<file path="config.mk">
export PLATFORM = sky130hd
export DESIGN_NAME = mcp_frame_parser
export DESIGN_NICKNAME = d
export VERILOG_FILES = /design/src/hw/mcp_pkg.sv /design/src/hw/mcp_reply_ser.sv /design/src/hw/mcp_frame_parser.sv
export SDC_FILE = /design/constraint.sdc
export NUM_CORES = 1
export LEC_CHECK = 0
export ABC_CLOCK_PERIOD_IN_PS = 2600
export BUFFER_PORTS_ARGS = -buffer_cell sky130_fd_sc_hd__buf_2
export CAP_MARGIN = 20
export CORE_MARGIN = 4
export CORE_UTILIZATION = 25
export DETAILED_ROUTE_END_ITERATION = 10
export GPL_TIMING_DRIVEN = 0
export SLEW_MARGIN = 10
export SYNTH_ARGS = -nofsm -noshare
export SYNTH_HDL_FRONTEND = slang
export SYNTH_HIERARCHICAL = 1
export SYNTH_SLANG_ARGS = --single-unit
</file>
<file path="constraint.sdc">
create_clock -name clk_sys -period 2.6 [get_ports clk_sys]
set_input_delay 0.26 -clock clk_sys [delete_from_list [all_inputs] [get_ports clk_sys]]
set_output_delay 0.26 -clock clk_sys [all_outputs]
set_load 0.005 [all_outputs]
</file>
<file path="src/hw/mcp_pkg.sv">
// Purpose: Shared constants and carriers for the motion command frame parser
// Assumes: Byte-wide links, one command in flight at a time
// Notes: Status codes and frame lengths live here only
package mcp_pkg;
  localparam logic [3:0] FRAME_LEN_SERIAL = 4'h9;
  localparam logic [3:0] FRAME_LEN_CAN = 4'h7;
  localparam logic [3:0] BODY_LEN = 4'h7;
  localparam logic [3:0] REPLY_LEN_SERIAL = 4'h9;
  localparam logic [3:0] REPLY_LEN_CAN = 4'h7;
  localparam logic [7:0] ST_OK = 8'h64;
  localparam logic [7:0] ST_STORED = 8'h65;
  localparam logic [7:0] ST_BAD_SUM = 8'h01;
  localparam logic [7:0] ST_BAD_CMD = 8'h02;
  localparam logic [7:0] ST_BAD_TYPE = 8'h03;
  localparam logic [7:0] ST_BAD_VALUE = 8'h04;
  localparam logic [7:0] ST_LOCKED = 8'h05;
  localparam logic [7:0] ST_NOT_AVAIL = 8'h06;
  localparam logic [7:0] MODULE_ADDR_RST = 8'h01;
  localparam logic [7:0] REPLY_ADDR_RST = 8'h02;

  typedef struct packed {
    logic [7:0] cmdNum;
    logic [7:0] cmdType;
    logic [7:0] bank;
    logic [31:0] value;
  } mcp_cmd_s;

  typedef struct packed {
    logic [2:0] err;
    logic stored;
    logic [31:0] value;
  } mcp_result_s;

  typedef enum logic [3:0] {
    ST_RX = 4'h1,
    ST_EXEC = 4'h2,
    ST_WAIT = 4'h4,
    ST_TX = 4'h8
  } mcp_state_e;

  function automatic logic [7:0] mcp_add8(input logic [7:0] a, input logic [7:0] b);
    mcp_add8 = a + b;
  endfunction : mcp_add8
endpackage : mcp_pkg

</file>
<file path="src/hw/mcp_reply_ser.sv">
// Purpose: Serialises one reply frame, byte by byte, with running checksum
// Assumes: Load only while idle
// Notes: Byte order fixed; value goes out MSB first
`timescale 1ns/10ps
module mcp_reply_ser
  import mcp_pkg::*;
(
  // Clock and reset
  input wire logic clk_sys,
  input wire logic rst,
  // Load side
  input wire logic load,
  input wire logic canMode,
  input wire logic [63:0] frame,
  // Byte stream
  output logic [7:0] txData,
  output logic txValid,
  input wire logic txReady,
  output logic busy
);
  logic [63:0] shift_q;
  logic [3:0] left_q;
  logic [7:0] sum_q;
  logic [7:0] data_q;
  logic valid_q;
  logic sendSum_q;
  wire logic take = valid_q && txReady;
  wire logic [7:0] nextByte = shift_q[63:56];
  wire logic moreBody = left_q != 4'h0;

  always_ff @(posedge clk_sys) begin
    if (rst) begin
      shift_q <= 64'h0;
      left_q <= 4'h0;
      sum_q <= 8'h00;
      data_q <= 8'h00;
      valid_q <= 1'b0;
      sendSum_q <= 1'b0;
    end else if (load && !valid_q) begin
      shift_q <= canMode ? {frame[47:0], 16'h0000} : {frame[55:0], 8'h00};
      data_q <= canMode ? frame[55:48] : frame[63:56];
      sum_q <= canMode ? 8'h00 : frame[63:56];
      left_q <= canMode ? (REPLY_LEN_CAN - 4'h1) : (REPLY_LEN_SERIAL - 4'h2);
      sendSum_q <= !canMode;
      valid_q <= 1'b1;
    end else if (take) begin
      if (moreBody) begin
        data_q <= nextByte;
        sum_q <= mcp_add8(sum_q, nextByte);
        shift_q <= {shift_q[55:0], 8'h00};
        left_q <= left_q - 4'h1;
      end else if (sendSum_q) begin
        data_q <= sum_q;
        sendSum_q <= 1'b0;
      end else begin
        valid_q <= 1'b0;
      end
    end
  end

  assign txData = data_q;
  assign txValid = valid_q;
  assign busy = valid_q;
endmodule : mcp_reply_ser

</file>
<file path="src/hw/mcp_frame_parser.sv">
// Purpose: Receives command frames, checks them, hands them on, returns replies
// Assumes: Executor answers each issued command with one done pulse
// Notes: No receive buffer; bytes during execution or reply are dropped
`timescale 1ns/10ps
module mcp_frame_parser
  import mcp_pkg::*;
(
  // Clock and reset
  input wire logic clk_sys,
  input wire logic rst,
  // Configuration
  input wire logic canMode,
  input wire logic [7:0] moduleAddr,
  input wire logic [7:0] replyAddr,
  // Received bytes
  input wire logic [7:0] rxData,
  input wire logic rxValid,
  input wire logic rxFrameStart,
  // Executor side
  output mcp_cmd_s cmdOut,
  output logic cmdValid,
  input wire logic execDone,
  input wire mcp_result_s execResult,
  // Reply bytes
  output logic [7:0] txData,
  output logic txValid,
  input wire logic txReady,
  output logic txActive,
  output logic [7:0] txCanId
);
  mcp_state_e state_q, state_d;
  logic [3:0] idx_q;
  logic [7:0] sum_q;
  logic addrOk_q;
  mcp_cmd_s cmd_q;
  logic cmdValid_q;
  logic [7:0] status_q;
  logic [31:0] replyVal_q;
  logic load_q;
  logic txActive_q;
  logic [7:0] canId_q;
  logic serBusy;
  logic [7:0] serData;
  logic serValid;

  // A start marker restarts the count, so a cut frame cannot shift the next one
  wire logic [3:0] curIdx = rxFrameStart ? 4'h0 : idx_q;
  wire logic [3:0] lastIdx = (canMode ? FRAME_LEN_CAN : FRAME_LEN_SERIAL) - 4'h1;
  // Byte position in the body, CAN has no address byte
  wire logic [3:0] bodyIdx = canMode ? curIdx : (curIdx - 4'h1);
  wire logic rxTake = rxValid && (state_q == ST_RX);
  wire logic isLast = rxTake && (curIdx == lastIdx);
  wire logic addrTake = rxTake && (curIdx == 4'h0);
  wire logic inBody = !canMode ? (curIdx != 4'h0) && (curIdx != lastIdx) : 1'b1;
  wire logic bodyTake = rxTake && inBody;
  wire logic [3:0] idxNext = isLast ? 4'h0 : (curIdx + 4'h1);
  wire logic [7:0] sumNext = (curIdx == 4'h0) ? rxData : mcp_add8(sum_q, rxData);

  // Frame verdict at the last byte
  wire logic sumOk = canMode || (rxData == sum_q);
  wire logic frameFor = canMode || addrOk_q;
  wire logic frameEnd = isLast && frameFor;
  wire logic sumFail = frameEnd && !sumOk;
  wire logic resultIn = (state_q == ST_WAIT) && execDone;

  // Error code outranks the stored flag
  function automatic logic [7:0] statusOf(input mcp_result_s r);
    logic [7:0] code;
    code = r.stored ? ST_STORED : ST_OK;
    if (r.err != 3'h0) begin
      code = {5'h00, r.err};
    end
    statusOf = code;
  endfunction : statusOf

  // Reply contents
  wire logic [7:0] execStatus = statusOf(execResult);
  wire logic replyDone = (state_q == ST_TX) && !load_q && !serBusy;
  wire logic [63:0] replyFrame = {replyAddr, moduleAddr, status_q, cmd_q.cmdNum, replyVal_q};
  wire logic loadClr = load_q && serBusy;

  always_comb begin
    state_d = state_q;
    case (state_q)
      ST_RX: begin
        if (isLast && frameFor) begin
          state_d = sumOk ? ST_EXEC : ST_TX;
        end
      end
      ST_EXEC: begin
        state_d = ST_WAIT;
      end
      ST_WAIT: begin
        if (execDone) begin
          state_d = ST_TX;
        end
      end
      ST_TX: begin
        if (replyDone) begin
          state_d = ST_RX;
        end
      end
      default: begin
        state_d = ST_RX;
      end
    endcase
  end

  always_ff @(posedge clk_sys) begin
    if (rst) begin
      state_q <= ST_RX;
    end else begin
      state_q <= state_d;
    end
  end

  // Receive position and running sum
  always_ff @(posedge clk_sys) begin
    if (rst) begin
      idx_q <= 4'h0;
      sum_q <= 8'h00;
    end else if (rxTake) begin
      idx_q <= idxNext;
      sum_q <= sumNext;
    end
  end

  // Match dropped at frame end so it cannot leak into the next frame
  always_ff @(posedge clk_sys) begin
    if (rst) begin
      addrOk_q <= 1'b0;
    end else if (isLast) begin
      addrOk_q <= 1'b0;
    end else if (addrTake) begin
      addrOk_q <= rxData == moduleAddr;
    end
  end

  // Command body capture, value shifted in MSB first
  always_ff @(posedge clk_sys) begin
    if (rst) begin
      cmd_q <= '0;
    end else if (bodyTake) begin
      if (bodyIdx == 4'h0) begin
        cmd_q.cmdNum <= rxData;
      end else if (bodyIdx == 4'h1) begin
        cmd_q.cmdType <= rxData;
      end else if (bodyIdx == 4'h2) begin
        cmd_q.bank <= rxData;
      end else begin
        cmd_q.value <= {cmd_q.value[23:0], rxData};
      end
    end
  end

  // One-cycle issue pulse, two cycles after the last byte, while in ST_WAIT
  always_ff @(posedge clk_sys) begin
    if (rst) begin
      cmdValid_q <= 1'b0;
    end else begin
      cmdValid_q <= state_q == ST_EXEC;
    end
  end

  // Reply status and value, from a checksum failure or the executor
  always_ff @(posedge clk_sys) begin
    if (rst) begin
      status_q <= 8'h00;
      replyVal_q <= 32'h0;
    end else if (sumFail) begin
      status_q <= ST_BAD_SUM;
      replyVal_q <= 32'h0;
    end else if (resultIn) begin
      status_q <= execStatus;
      replyVal_q <= execResult.value;
    end
  end

  // Held until the serializer takes it; a new load wins over the clear
  always_ff @(posedge clk_sys) begin
    if (rst) begin
      load_q <= 1'b0;
    end else if (sumFail || resultIn) begin
      load_q <= 1'b1;
    end else if (loadClr) begin
      load_q <= 1'b0;
    end
  end

  // Reply window and CAN identifier
  always_ff @(posedge clk_sys) begin
    if (rst) begin
      txActive_q <= 1'b0;
      canId_q <= 8'h00;
    end else begin
      txActive_q <= (state_q == ST_TX);
      canId_q <= replyAddr;
    end
  end

  mcp_reply_ser u_ser (
    .clk_sys(clk_sys),
    .rst(rst),
    .load(load_q),
    .canMode(canMode),
    .frame(replyFrame),
    .txData(serData),
    .txValid(serValid),
    .txReady(txReady),
    .busy(serBusy)
  );

  assign cmdOut = cmd_q;
  assign cmdValid = cmdValid_q;
  assign txData = serData;
  assign txValid = serValid;
  assign txActive = txActive_q;
  assign txCanId = canId_q;
endmodule : mcp_frame_parser

</file>
==> impl_results.md <==
- Clock Skew: 16.1 ps
- Met2 WL post-DR: 14200 um
- Highest Signal Layer: met5
- Layout cell share with drive strength beyond 1: 17.4%
- Cell Chain, Critical Path: nand2b_1, ha_1, and3_1, a2111oi_4, or3b_1, buf_4, mux2i_1
- RSZ-0062 raised after global routing: no
- Critical Path RT: 2920 ps
- Metal-1 WL: 14200 um
- Max clock buf depth: 2
- Main combinational cell family by area after synthesis: simple AND/OR/NAND/NOR gates
- Wirelength per Cell: 17.6 um
- Yosys top cell area share: a little over two fifths
- I/O Pins: ~140
- Max cap viols: 0
- Synth cell count leaders: 261 x nand2_1, 198 x dfxtp_1, 67 x a21oi_1
- Peak supply drop: 0.354 mV
- Slew @ Worst Pin: 701 ps
- Design area: 11400 um^2
- Final setup violation count: 0
- Core Region: around 37000 um^2
- Final ANT Viol Nets: 0
- Initial detailed-routing violation count: 672
- Fmax: 409 MHz
- Yosys cell types: 75
- FF+latch count, synth: 198
- Crit path launch type: flop
- Int Power: 0.00503 W
- Post-synthesis adder-cell area fraction: 2.69%
- Post_cts resized: 0
- Largest delay share family, worst path: simple AND/OR/NAND/NOR gates
- CP arrival: 2760 ps
- Final Util: 30.9%
- Total power: 0.00665 W
- Post-DP HPWL: 23800 um
- Crit Path Class: flop to flop
- Power density over the cells: 585 nW/um^2
- GP Congestion: 0.832
- Xor/xnor cell area share of the yosys netlist: under 10%
- Ys Warns: 6
- Global-route wire length before repair: around 48000 um
- H-tree levels: 4
- Async S/R FF share, synth: 0%
- Mux cell area share after synthesis: around 7.1%
- Sink Count: 198
- Initial Util: 25.5%
- Insertion delay to the later sink of the worst-skew pair: 440 ps
- Largest cells by area after synthesis: dfxtp_1 42%, nand2_1 10%, mux2i_1 6.8%, a311oi_1 4.9%, nor2b_1 4.3%
- Worst-path clk slew: approximately 80 ps
- Met3 wire len: 1630 um
- Initial antenna violation count: 5
- Largest stage delay, worst path: 520 ps
- Final net count: 1352
- Post-CTS setup buffer count: 0
- Post-DP Area: 10700 um^2
- GRT overflow: 0
- Leakage: between 4 and 5 nW
- Total CTS buffers: 17
- Largest area contributor in the synthesized netlist: dfxtp_1
- Final Max Slew Viols: 0
- Bufs and invs on worst path: 1
- Switching Share: 24.4%
- Relative slew slack: 53.2%
- Logic pwr share: 9.0%
- Layout area overhead: 21.1%
- Worst hold path type: input pin to flop
- Post-synthesis compound-gate area fraction: 19.1%
- Part of the power in registers: 46.9%
- Crit path time final: 2450 ps
- Count leader, synth: nand2_1
- CP max FO: 8
- Drt pass-1 iters: 5
- Largest net degree at the start of global routing: 17
- Vias in the first global route: 8359
- Num rows: 70
- CTS tree: built
- Number of synthesized flops with an enable pin: 0
- NetSw: 0.00162 W
- Final hold viol count: 0
- Syn_area_per_cell: 8.51 um^2
- CP Capture Type: flop
- Total Wirelength: just over 30000 um
- # DRC: 0
- Gr usage total: 14.7%
- Total negative slack: 0 ps
- DR vias/cell: 4.90
- Die footprint: ~40000 um^2
- Clock power share: between 40 and 50%
- Status: finished clean
- Sequential-to-total area share from yosys stat: 42.2%
- Chip height: 202 um
- Synth Cell Area: 9390 um^2
- Worst path slowest cell: dfxtp_1
- Vias: approximately 8600
- Simple-gate share of the synthesized area: around 22%
- Final Cycle Share: 94.1%
- DIE WIDTH: 202 um
- Post-Syn Instances: ~1100
- Clk root buf: clkbuf_16
- Buffers on Ports: 139
- Cts hold-fix bufs: 0
- Main synth FF type: dfxtp_1
-- tightest hold or removal path, delay by kind of cell --
kind	cells	cell delay, ps
AO/OA/AOI/OAI	1	50
AND/OR/NAND/NOR	1	40
buffers and inverters	1	100
-- flip-flops by register name, indices dropped and copies added, names as in the netlist, 8 cells and up --
name	count
sum_q	8
u_ser/sum_q	8
txCanId	8
u_ser/txData	8
u_ser/shift_q	56
cmdOut	56
replyVal_q	32
-- metrics by stage --
step,cells,setup WS [ps],hold slack [ps]
final,1751,152,55.6
after detailed placement,1715,61.8,448
after floorplan,1108,321,388
after global placement,1715,138,443
after global routing,1750,7.23,47.2
after CTS,1747,17.1,28.4
-- power by group through the flow --
stage / Combinational [W] / Sequential (W) / Clock, W
detailed placement: 0.000590 / 0.00319 / 0
finish: 0.000596 / 0.00312 / 0.00293
global route: 0.000660 / 0.00312 / 0.00311
floorplan: 0.000370 / 0.00318 / 0
global placement: 0.000584 / 0.00318 / 0
CTS: 0.000592 / 0.00312 / 0.00298
-- kinds of logic after synthesis --
| family | Yosys count |
|---|---|
| AO/OA/AOI/OAI | 250 |
| XOR/XNOR | 16 |
| adder cells (fa/ha/maj) | 19 |
| buffers and inverters | 108 |
| flip-flops | 198 |
| multiplexers | 66 |
| other | 1 |
| AND/OR/NAND/NOR | 445 |
-- cell type report --
cell class | instances | area [um^2]
fill | 3929 | 25400
multi-input combinational | 802 | 4990
sequential | 198 | 3960
timing repair buffer | 139 | 696
tap | 468 | 586
clock buffer | 22 | 484
buffer | 89 | 403
clock inverter | 10 | 165
inverter | 19 | 71.3
antenna | 4 | 10.0
-- placed cells by master (no fill, tap or decap), types with 3 or more instances in the layout --
master and instances:
nand2_1 261, dfxtp_1 198, buf_2 161, a21oi_1 67, mux2i_1 64, nor2b_1 63, a311oi_1 53, a211oi_1 52
clkbuf_1 48, nor2_1 38, a31oi_1 20, ha_1 17, clkbuf_16 17, inv_1 16, nor3_1 15, xor2_1 12
and3_1 10, buf_1 10, buf_4 9, o21ai_0 9, nand3_1 8, a22oi_1 8, a22o_1 8, nor4_1 7
conb_1 6, nand2b_1 5, and2_1 5, o21ai_1 5, diode_2 4, nand4b_1 4, xnor2_1 4, bufinv_16 4
clkbuf_8 4, nor4b_1 3
-- metal layers --
layer	track usage, %	vias up
li1	-	4230
met1	19.7	4073
met2	23.6	229
met3	2.89	40
met4	5.30	2
met5	0	-
-- path summary, 6_finish.rpt --
kind | start | slack [ps] | endpoint | depth (start not counted)
max | idx_q[0]$_SDFFE_PP0P_ | 150 | cmdOut[43]$_SDFFE_PP0P_ | 7
min | execResult[28] | 60 | replyVal_q[28]$_SDFFE_PP0P_ | 3
min reg2reg | cmdOut[35]$_SDFFE_PP0P_ | 460 | cmdOut[35]$_SDFFE_PP0P_ | 2
max reg2reg | idx_q[0]$_SDFFE_PP0P_ | 150 | cmdOut[43]$_SDFFE_PP0P_ | 7
Power figures use the tool's default switching activity.
